### src/rtl/srs_pkg.sv
// Constants, command and pin carriers for the status register sets.
// Assumes a host-side parser that hands over integer register values.
`default_nettype none

package srs_pkg;

    localparam int SRS_NUM_SETS = 11;
    localparam int SRS_WIDTH = 16;

    // Set indices as used in the command set field.
    localparam logic [3:0] SRS_SET_DEVICE = 4'h0;
    localparam logic [3:0] SRS_SET_OPER = 4'h1;
    localparam logic [3:0] SRS_SET_QUES = 4'h2;

    // Parent linkage of sets 3 to 10: parent index and the condition bit each drives there; sets 0 to 2 have none.
    localparam logic [SRS_NUM_SETS-1:0] SRS_HAS_PARENT = 11'h7F8;
    localparam logic [3:0] SRS_PARENT [SRS_NUM_SETS] = '{4'h0, 4'h0, 4'h0, 4'h1, 4'h1, 4'h1,
                                                          4'h1, 4'h1, 4'h1, 4'h2, 4'h2};
    localparam logic [3:0] SRS_PARENT_BIT [SRS_NUM_SETS] = '{4'h0, 4'h0, 4'h0, 4'h0, 4'hB, 4'h4,
                                                              4'hA, 4'h5, 4'hC, 4'h8, 4'h3};

    // Stored values keep bits 14..0; bit 15 is always zero.
    localparam logic [15:0] SRS_STORE_MASK = 16'h7FFF;
    localparam logic [15:0] SRS_ALL_ZERO = 16'h0000;

    // Device set field positions.
    localparam int SRS_DEV_ATTACHED_LSB = 1;
    localparam int SRS_DEV_ERROR_LSB = 3;
    localparam int SRS_DEV_REAR_LSB = 5;
    localparam int SRS_DEV_KEY_BIT = 14;
    localparam int SRS_CHANNELS = 2;

    typedef enum logic [2:0] {
        SRS_REG_CONDITION,
        SRS_REG_EVENT,
        SRS_REG_ENABLE,
        SRS_REG_RISE,
        SRS_REG_FALL
    } srs_reg_sel_t;

    typedef struct packed {
        logic [3:0] set;
        srs_reg_sel_t sel;
        logic write;
        logic [15:0] data;
    } srs_cmd_t;

    typedef struct packed {
        logic [1:0] front_present;
        logic [1:0] rear_present;
        logic [1:0] memory_failed;
    } srs_sensor_t;

    typedef struct packed {
        logic queue_clear;
        logic queue_enable_preset;
        logic std_status_clear;
        logic std_enable_clear;
    } srs_ext_t;

endpackage : srs_pkg

`default_nettype wire

### src/rtl/srs_status_sets.sv
// Eleven status register sets: condition, event latch, enable and two edge filters each.
// Assumes commands arrive synchronous to i_sys_clk, one per cycle at most, already as integers.
`default_nettype none

// What this block does
// RL1 - Power-on presets filters, enables; clears events, queue.
// RL2 - Clear-status clears events, queue, status byte only.
// RL3 - Status preset loads filters and enables only.
// RL4 - Condition read returns value, leaves it unchanged.
// RL5 - Event read returns value, then clears it.
// RL6 - Enable write stores low 15 bits.
// RL7 - Enable read returns stored 15 bits.
// RL8 - Falling filter write stores 15 bits, reads back.
// RL9 - Rising filter write stores 15 bits, reads back.
// RL10 - Device bits 1,2 show sensor attached.
// RL11 - Falling filter latches sensor removal event.
// RL12 - Rising filter latches sensor attachment event.
// RL13 - Bits 3,4 flag memory fault or double attachment.
// RL14 - Bits 5,6 show rear connector attachment.
// RL15 - Key press latches event bit 14 unfiltered.
// RL16 - Key press condition bit reads zero.
// RL17 - Preset values differ for operation, questionable sets.
// RL18 - Summary ORs enabled events into parent condition.
// RL19 - Events latch only on filter-permitted edges, except key press bit 14.
module srs_status_sets
    import srs_pkg::*;
(
    input wire logic i_sys_clk,
    input wire logic i_reset,
    input wire logic i_cmd_valid,
    input wire srs_cmd_t i_cmd,
    input wire logic i_clear_status,
    input wire logic i_status_preset,
    input wire srs_sensor_t i_sensor,
    input wire logic i_key_press,
    input wire logic [SRS_NUM_SETS-1:1][15:0] i_raw_cond,
    output logic o_rsp_valid,
    output logic [15:0] o_rsp_data,
    output logic [SRS_NUM_SETS-1:0] o_set_summary,
    output srs_ext_t o_ext
);

    logic [15:0] enable_reg [SRS_NUM_SETS];
    logic [15:0] rise_filter [SRS_NUM_SETS];
    logic [15:0] fall_filter [SRS_NUM_SETS];
    logic [15:0] event_latch [SRS_NUM_SETS];
    logic [15:0] prev_cond [SRS_NUM_SETS];
    logic [15:0] cond [SRS_NUM_SETS];
    logic [15:0] new_event [SRS_NUM_SETS];
    logic [15:0] device_cond;
    logic [SRS_NUM_SETS-1:0] summary;
    logic [15:0] next_rsp_data;
    logic set_valid;

    // Operation and questionable sets preset to a quiet enable and a silent falling filter.
    function automatic logic [15:0] preset_enable(input int idx);
        preset_enable = (idx == int'(SRS_SET_OPER) || idx == int'(SRS_SET_QUES)) ? SRS_ALL_ZERO : SRS_STORE_MASK;
    endfunction

    function automatic logic hit(input logic valid, input srs_cmd_t cmd, input int idx, input srs_reg_sel_t sel,
                                 input logic wr);
        hit = valid && cmd.set == 4'(idx) && cmd.sel == sel && cmd.write == wr;
    endfunction

    assign set_valid = i_cmd.set < 4'(SRS_NUM_SETS);

    // Device condition bits come straight from the sensor pins.
    always_comb begin
        device_cond = SRS_ALL_ZERO;
        for (int ch = 0; ch < SRS_CHANNELS; ch++) begin
            device_cond[SRS_DEV_ATTACHED_LSB + ch] = i_sensor.front_present[ch] | i_sensor.rear_present[ch]; // RL10
            device_cond[SRS_DEV_ERROR_LSB + ch] = i_sensor.memory_failed[ch] |
                                                  (i_sensor.front_present[ch] & i_sensor.rear_present[ch]); // RL13
            device_cond[SRS_DEV_REAR_LSB + ch] = i_sensor.rear_present[ch]; // RL14
        end
        device_cond[SRS_DEV_KEY_BIT] = 1'b0; // RL16
    end

    // Summaries are taken from registered events and enables, so there is no combinational loop.
    always_comb begin
        for (int i = 0; i < SRS_NUM_SETS; i++) begin
            summary[i] = |(event_latch[i] & enable_reg[i]); // RL18
        end
    end

    assign o_set_summary = summary;

    always_comb begin
        cond[0] = device_cond;
        for (int i = 1; i < SRS_NUM_SETS; i++) begin
            cond[i] = i_raw_cond[i] & SRS_STORE_MASK;
        end
        for (int i = 0; i < SRS_NUM_SETS; i++) begin
            if (SRS_HAS_PARENT[i]) begin
                cond[SRS_PARENT[i]][SRS_PARENT_BIT[i]] = cond[SRS_PARENT[i]][SRS_PARENT_BIT[i]] | summary[i]; // RL18
            end
        end
    end

    always_comb begin
        for (int i = 0; i < SRS_NUM_SETS; i++) begin
            new_event[i] = ((cond[i] & ~prev_cond[i] & rise_filter[i]) | // RL12 RL19
                            (~cond[i] & prev_cond[i] & fall_filter[i])) & SRS_STORE_MASK; // RL11 RL19
        end
        new_event[0][SRS_DEV_KEY_BIT] = i_key_press; // RL15
    end

    always_ff @(posedge i_sys_clk) begin
        for (int i = 0; i < SRS_NUM_SETS; i++) begin
            if (i_reset) begin
                prev_cond[i] <= SRS_ALL_ZERO;
            end else begin
                prev_cond[i] <= cond[i];
            end
        end
    end

    // Preset beats a write in the same cycle; clear-status has no path into these registers.
    always_ff @(posedge i_sys_clk) begin
        for (int i = 0; i < SRS_NUM_SETS; i++) begin
            if (i_reset || i_status_preset) begin
                enable_reg[i] <= preset_enable(i); // RL1 RL3 RL17
            end else if (hit(i_cmd_valid, i_cmd, i, SRS_REG_ENABLE, 1'b1)) begin
                enable_reg[i] <= i_cmd.data & SRS_STORE_MASK; // RL6
            end
        end
    end

    always_ff @(posedge i_sys_clk) begin
        for (int i = 0; i < SRS_NUM_SETS; i++) begin
            if (i_reset || i_status_preset) begin
                rise_filter[i] <= SRS_STORE_MASK; // RL1 RL3 RL17
            end else if (hit(i_cmd_valid, i_cmd, i, SRS_REG_RISE, 1'b1)) begin
                rise_filter[i] <= i_cmd.data & SRS_STORE_MASK; // RL9
            end
        end
    end

    always_ff @(posedge i_sys_clk) begin
        for (int i = 0; i < SRS_NUM_SETS; i++) begin
            if (i_reset || i_status_preset) begin
                fall_filter[i] <= SRS_ALL_ZERO; // RL1 RL3 RL17
            end else if (hit(i_cmd_valid, i_cmd, i, SRS_REG_FALL, 1'b1)) begin
                fall_filter[i] <= i_cmd.data & SRS_STORE_MASK; // RL8
            end
        end
    end

    // An edge arriving in the cycle of a read or clear survives it.
    always_ff @(posedge i_sys_clk) begin
        for (int i = 0; i < SRS_NUM_SETS; i++) begin
            if (i_reset) begin
                event_latch[i] <= SRS_ALL_ZERO; // RL1
            end else if (i_clear_status || hit(i_cmd_valid, i_cmd, i, SRS_REG_EVENT, 1'b0)) begin
                event_latch[i] <= new_event[i]; // RL2 RL5
            end else begin
                event_latch[i] <= event_latch[i] | new_event[i];
            end
        end
    end

    always_comb begin
        next_rsp_data = SRS_ALL_ZERO;
        if (set_valid) begin
            unique case (i_cmd.sel)
                SRS_REG_CONDITION: next_rsp_data = cond[i_cmd.set]; // RL4
                SRS_REG_EVENT: next_rsp_data = event_latch[i_cmd.set]; // RL5
                SRS_REG_ENABLE: next_rsp_data = enable_reg[i_cmd.set]; // RL7
                SRS_REG_RISE: next_rsp_data = rise_filter[i_cmd.set]; // RL9
                SRS_REG_FALL: next_rsp_data = fall_filter[i_cmd.set]; // RL8
                default: next_rsp_data = SRS_ALL_ZERO;
            endcase
        end
    end

    always_ff @(posedge i_sys_clk) begin
        if (i_reset) begin
            o_rsp_valid <= 1'b0;
            o_rsp_data <= SRS_ALL_ZERO;
        end else begin
            o_rsp_valid <= i_cmd_valid && !i_cmd.write;
            if (i_cmd_valid && !i_cmd.write) begin
                o_rsp_data <= next_rsp_data & SRS_STORE_MASK;
            end
        end
    end

    // The queue and standard registers live outside; through power-on they are held clear and the queue enable is held preset.
    always_ff @(posedge i_sys_clk) begin
        if (i_reset) begin
            o_ext <= '{queue_clear: 1'b1, queue_enable_preset: 1'b1, std_status_clear: 1'b1,
                       std_enable_clear: 1'b1}; // RL1
        end else begin
            o_ext.queue_clear <= i_clear_status; // RL2
            o_ext.std_status_clear <= i_clear_status; // RL2
            o_ext.queue_enable_preset <= i_status_preset; // RL3
            o_ext.std_enable_clear <= 1'b0;
        end
    end
endmodule // srs_status_sets

`default_nettype wire

### config.mk
export PLATFORM = sky130hd
export DESIGN_NAME = srs_status_sets
export DESIGN_NICKNAME = d
export VERILOG_FILES = /design/src/rtl/srs_pkg.sv /design/src/rtl/srs_status_sets.sv
export SDC_FILE = /design/constraint.sdc
export NUM_CORES = 2
export LEC_CHECK = 0
export BUFFER_PORTS_ARGS = -buffer_cell sky130_fd_sc_hd__buf_2
export CORE_MARGIN = 2
export CORE_UTILIZATION = 45
export DETAILED_ROUTE_END_ITERATION = 8
export SLEW_MARGIN = 40
export SYNTH_ARGS = -nofsm -noshare
export SYNTH_HDL_FRONTEND = slang
export SYNTH_SLANG_ARGS = --single-unit
### constraint.sdc
create_clock -name i_sys_clk -period 9.65 [get_ports i_sys_clk]
set_input_delay 1.93 -clock i_sys_clk [delete_from_list [all_inputs] [get_ports i_sys_clk]]
set_output_delay 1.93 -clock i_sys_clk [all_outputs]
set_load 0.01 [all_outputs]
After elaboration in Yosys (flattened, before gate mapping):

Memory sizes are Yosys's and may differ from the RTL's.
Cells that the tools add are included.

* register bits after elaboration: 19
* memory bits (writable): 836
* input bits: 196
* output and inout bits: 32
* word-level logic and storage cells: 575
* memories kept: 5

Memories
* event_latch: depth 11, width 16, rd ports 12, clocked after memory_dff 0, write ports 11, line srs_status_sets.sv:46 `logic [15:0] event_latch [SRS_NUM_SETS];`
* enable_reg: depth 11, width 15, rd ports 12, clocked after memory_dff 0, write ports 11, line srs_status_sets.sv:43 `logic [15:0] enable_reg [SRS_NUM_SETS];`
* fall_filter: depth 11, width 15, rd ports 12, clocked after memory_dff 0, write ports 11, line srs_status_sets.sv:45 `logic [15:0] fall_filter [SRS_NUM_SETS];`
* prev_cond: depth 11, width 15, rd ports 11, clocked after memory_dff 0, write ports 11, line srs_status_sets.sv:47 `logic [15:0] prev_cond [SRS_NUM_SETS];`
* rise_filter: depth 11, width 15, rd ports 12, clocked after memory_dff 0, write ports 11, line srs_status_sets.sv:44 `logic [15:0] rise_filter [SRS_NUM_SETS];`

* order comparisons: 2
* eq/ne operators: 14
* muxes and demuxes: 242
* bitwise logic cells: 181
* reduce and logical (&&, ||, !) cells: 126

Operator list (number)
* $mux 15: 47
* $and 15x15->15: 40
* $mux 16: 22
* $not 15->15: 20
* $and 16x16->16: 11
* $or 16x15->16: 11
* $reduce_or 16->1: 11
* $mux 1: 171
* $or 15x15->15: 10
* $logic_and 1x1->1: 100
* $or 1x1->1: 78
* $pmux 15 s5: 1
* $bmux 16 s4: 1
* $and 14x14->14: 3
* $eq 4x3->1 const B: 4
* $and 7x14->14: 1
* $not 14->14: 1
* $not 7->14: 1
* $or 14x14->14: 1
* $eq 4x4->1 const B: 3
* $logic_or 1x1->1: 12
* $eq 4x2->1 const B: 2
* $eq 3x2->1 const B: 2
* $ge 5x5->1 const B: 1
* other kinds (10): 11

Longest topological paths before layout:

* depth after elaboration: 10
* mapped depth: 10
* gate-level depth less buffers: 6

Worst setup path before layout:

OpenSTA, ideal clock, no wires.

* kind: input to register
* start point: in i_cmd[21] (netlist name)
* end point: mem enable_reg[0][0] (netlist name), enable pin
* arrival time: 4.088 ns
* data required time: 9.242 ns
* path slack: 5.154 ns
* stages: 7
* path buffers: 4
* path through: buf_6 -> buf_12 -> buf_12 -> nor3_4 -> nand3b_1 -> clkbuf_1 -> o21ai_0

RTL lines
* start, declared: line srs_status_sets.sv:31 `input wire srs_cmd_t i_cmd,`
* end, declared: line srs_status_sets.sv:43

Worst setup path after layout:

* start point: in i_cmd[20] (netlist name)
* end point: reg o_rsp_data[12]

* cells in the longest elaborated chain, start to end: 6

RTL lines
* $not 4->5 (not written as such): line srs_status_sets.sv:166 `SRS_REG_CONDITION: next_rsp_data = cond[i_cmd.set];`
* $bmux 16 s4: line srs_status_sets.sv:166
* $mux 15 (not written as such) (2 in series): line srs_status_sets.sv:166
* $pmux 15 s5: line srs_status_sets.sv:165 `unique case (i_cmd.sel)`
* $mux 15 (*): line srs_status_sets.sv:164 `if (set_valid) begin`
* end signal, assigned: line srs_status_sets.sv:183 `o_rsp_data <= next_rsp_data & SRS_STORE_MASK;`
* end, declared: line srs_status_sets.sv:38 `output logic [15:0] o_rsp_data,`

Mark *: on every way between the ends. The rest lies on a longest branch, timed or not. The select of a mux whose other input is x is not followed.
A chain may end at the register's enable or synchronous reset.

==> results.toml <==
[status]
status = "finished, final reports clean"

[grt]
grt_pass1_vias = 29900
grt_max_degree = 97
grtUsageTotal = 0.358
antenna_found_initial = 15
grt_pass1_wl_mm = 233
grt_remaining_overflow = 0

[routing]
dr_total_vias = 32400
drt-wirelength-per-cell_um = 33.1
drt-total-wl_mm = 170
first_pass_iters = 7
drt_iter0_markers = 4993
ant_nets = 0
drc = 0
drt-vias-per-instance = 6.33

[worst_setup_path]
crit_path_end_kind = "register"
path_class = "input pin to register"
crit_slowest_cell = "buf_4"
path_delay_family = "buffers and inverters"
critPathBufInv = 3
crit_chain = "clkbuf_8 > buf_4 > or2_1 > buf_4 > o22ai_1 > a211oi_1 > a211oi_1 > nor3_1 > a311oi_1"
slowest_delay_ps = 630
crit_fanout = 64
cp.required_ps = 10160
arrival_ps = 5450
cp-start-kind = "input pin"

[layout]
fin_nets = 4058
drive_gt1_frac = 0.144
final_cells = 5119
final_util = 0.516
areaGrowthSynthToFinish_pct = 13.8
final_area_um2 = 46400

[floorplan]
die-width_um = 305
io_pins = 228
die-area_um2 = 93000
core_um2 = 89900
die_y_um = 305
rows = 110
initial_core_util = 0.453

[synthesis]
async_flop_share = 0
synth_edf_count = 652
mappedNetlistArea_um2 = 40700
synth_flop_cell = "edfxtp_1"
ys_seq_area_frac = 0.566
ys_ff_latch = 827
syn_inst = 3611
syn_avg_cell_area_um2 = 11.3
yosysWarnings = 0
yosysUniqueCellTypes = 71

[sta]
worst_slew_pin_slew_ps = 955
layout_min_cycle_time_ps = 4940
finalSetupViolCount = 0
setup_tns_ps = 0
timing.hold.ws_ps = 618
slew_headroom = 0.363
max_freq_ghz = 0.202
layout_setup_ws_ps = 4710
report.final.slew_viol_count = 0
post-route-period-util = 0.512
rsz0062_at_grt = "no"
hold_viol = 0
finalClockSkew_ps = 39.5

[pwr]
leakage_nw = 16.8
peakVddDrop_uv = 131
switchingPower_mw = 2.36
powerDensity_nw_per_um2 = 189
power.clock.fraction = 0.412
p_total_mw = 8.78
intPower_mw = 6.41
combPwrFrac = 0.109
pwr-share-seq = 0.479
swShare = 0.269

[worst_hold_path]
hold_path.class = "register to register"

[clocking]
root_buffer = "clkbuf_16"
worstSkewPairLatency_ps = 690
clockBufferDepth = 3
post_cts_buffers = 0
hold_buffers = 0
numCtsBuffers = 92
post_cts_resized = 0
htreeDepth = 3
path_clk_slew_ps = 70
cts_sinks = 827
cts_tree = "yes"

[placed_design]
dp_slack_ps = 4160
dp_hpwl_mm = 119
dp.cells = 4944
finalWeightedCongestion = 1.03
io_buffers = 215
post_dp_cell_area_um2 = 43300

[flow_run]
drv_cap = 0
==> layout make-up <==
class                   instances  area (µm²)
flip-flops and latches        827       23100
multi-input cells            2638       16900
well taps                    1176        1470
clock inverters                40         455
repair buffers                295        1790
inverters                       8        30.0
clock buffers                 132        2610
diodes                          3        7.51
fillers                      7985       43500
==> worst min-delay path, stage by stage (launching register included) <==
cell and delay, ps:
dfxtp_1 370, nand2_1 110, a221oi_1 80
==> power groups by stage <==
stage,clock (mW),sequential (mW),combinational [mW]
4_1_cts,3.63,4.20,0.922
3_5_place_dp,0,4.27,0.919
5_1_grt,3.77,4.22,0.986
2_1_floorplan,0,4.19,0.507
6_report,3.61,4.21,0.958
3_3_place_gp,0,4.27,0.905
==> logic make-up after synthesis <==
| family | synth area share |
|---|---|
| flip-flops | 0.566 |
| AND/OR/NAND/NOR | 0.194 |
| buffers and inverters | 0.0386 |
| AO/OA/AOI/OAI | 0.108 |
| multiplexers | 0.0926 |
| other | 0.000184 |
==> synth_stat cells, types with 4 or more instances <==
cell type,number,area share
buf_4,24,0.0044
nor4_1,31,0.0048
inv_1,8,0.00074
a211o_1,6,0.0013
buf_1,6,0.00055
o41ai_1,6,0.0013
buf_8,4,0.0015
nor2b_1,152,0.023
edfxtp_1,652,0.48
o21ai_0,235,0.029
clkbuf_1,188,0.017
mux4_2,35,0.019
buf_6,22,0.0061
mux4_1,7,0.0045
mux2_2,30,0.0083
buf_12,5,0.0025
a31oi_1,14,0.0021
mux2i_1,246,0.060
nand3b_1,143,0.026
nor2_1,277,0.026
a221oi_1,21,0.0045
or3_1,303,0.047
and2_1,183,0.028
o22ai_1,50,0.0077
or3b_2,8,0.0017
a22oi_1,52,0.0096
nor3b_1,6,0.0011
a21oi_1,209,0.026
buf_2,44,0.0054
a32oi_1,10,0.0021
a22o_1,13,0.0028
and3_1,27,0.0041
nor3_1,11,0.0014
nand2b_1,4,0.00061
nand3_1,14,0.0017
o211ai_1,10,0.0018
nand4_1,14,0.0021
a211oi_1,52,0.0096
dfxtp_1,175,0.086
nand2_1,246,0.023
a222oi_1,11,0.0027
a311oi_1,7,0.0015
==> layer usage <==
layer,vias up,global-route usage,share of wire
met3,321,0.0982,0.13
met2,2227,0.522,0.43
met4,12,0.166,0.052
met1,16000,0.496,0.39
met5,-,0,0.00047
li1,13800,-,-
==> cell usage in the layout (no fill, tap or decap), types with 8 or more instances in the layout <==
| cell type | synthesis | layout |
|---|---|---|
| nand4_1 | 14 | 14 |
| nor4_1 | 31 | 25 |
| mux2i_1 | 246 | 245 |
| conb_1 | 2 | 158 |
| o22ai_1 | 50 | 50 |
| clkbuf_1 | 188 | 24 |
| buf_2 | 44 | 199 |
| clkinv_1 | 0 | 9 |
| a22oi_1 | 52 | 52 |
| a31oi_1 | 14 | 10 |
| dfxtp_1 | 175 | 175 |
| nor2b_1 | 152 | 152 |
| nand3b_1 | 143 | 143 |
| and2_1 | 183 | 183 |
| nor3_1 | 11 | 10 |
| mux4_2 | 35 | 35 |
| o21ai_0 | 235 | 197 |
| nand2_1 | 246 | 241 |
| clkbuf_16 | 0 | 92 |
| nor2_2 | 3 | 12 |
| and3_1 | 27 | 27 |
| a32oi_1 | 10 | 10 |
| a22o_1 | 13 | 13 |
| a222oi_1 | 11 | 11 |
| or3b_2 | 8 | 8 |
| a211oi_1 | 52 | 51 |
| buf_4 | 24 | 87 |
| a21oi_1 | 209 | 209 |
| nor2_1 | 277 | 263 |
| edfxtp_1 | 652 | 652 |
| o211ai_1 | 10 | 10 |
| o21ai_1 | 1 | 30 |
| a221oi_1 | 21 | 21 |
| clkinv_2 | 0 | 11 |
| or3_1 | 303 | 303 |
| clkbuf_8 | 0 | 17 |
| mux2_2 | 30 | 30 |
| nand3_1 | 14 | 11 |
==> final timing paths <==
kind	cells past startpoint	end	slack (ps)	from
max	9	o_rsp_data[12]	4710	i_cmd[20]
min	2	o_rsp_data[7]	620	o_rsp_data[7]
max reg2reg	6	o_rsp_data[3]	6470	event_latch[10][4]
min reg2reg	2	o_rsp_data[7]	620	o_rsp_data[7]
No activity file was read; power rests on OpenSTA's default activity.
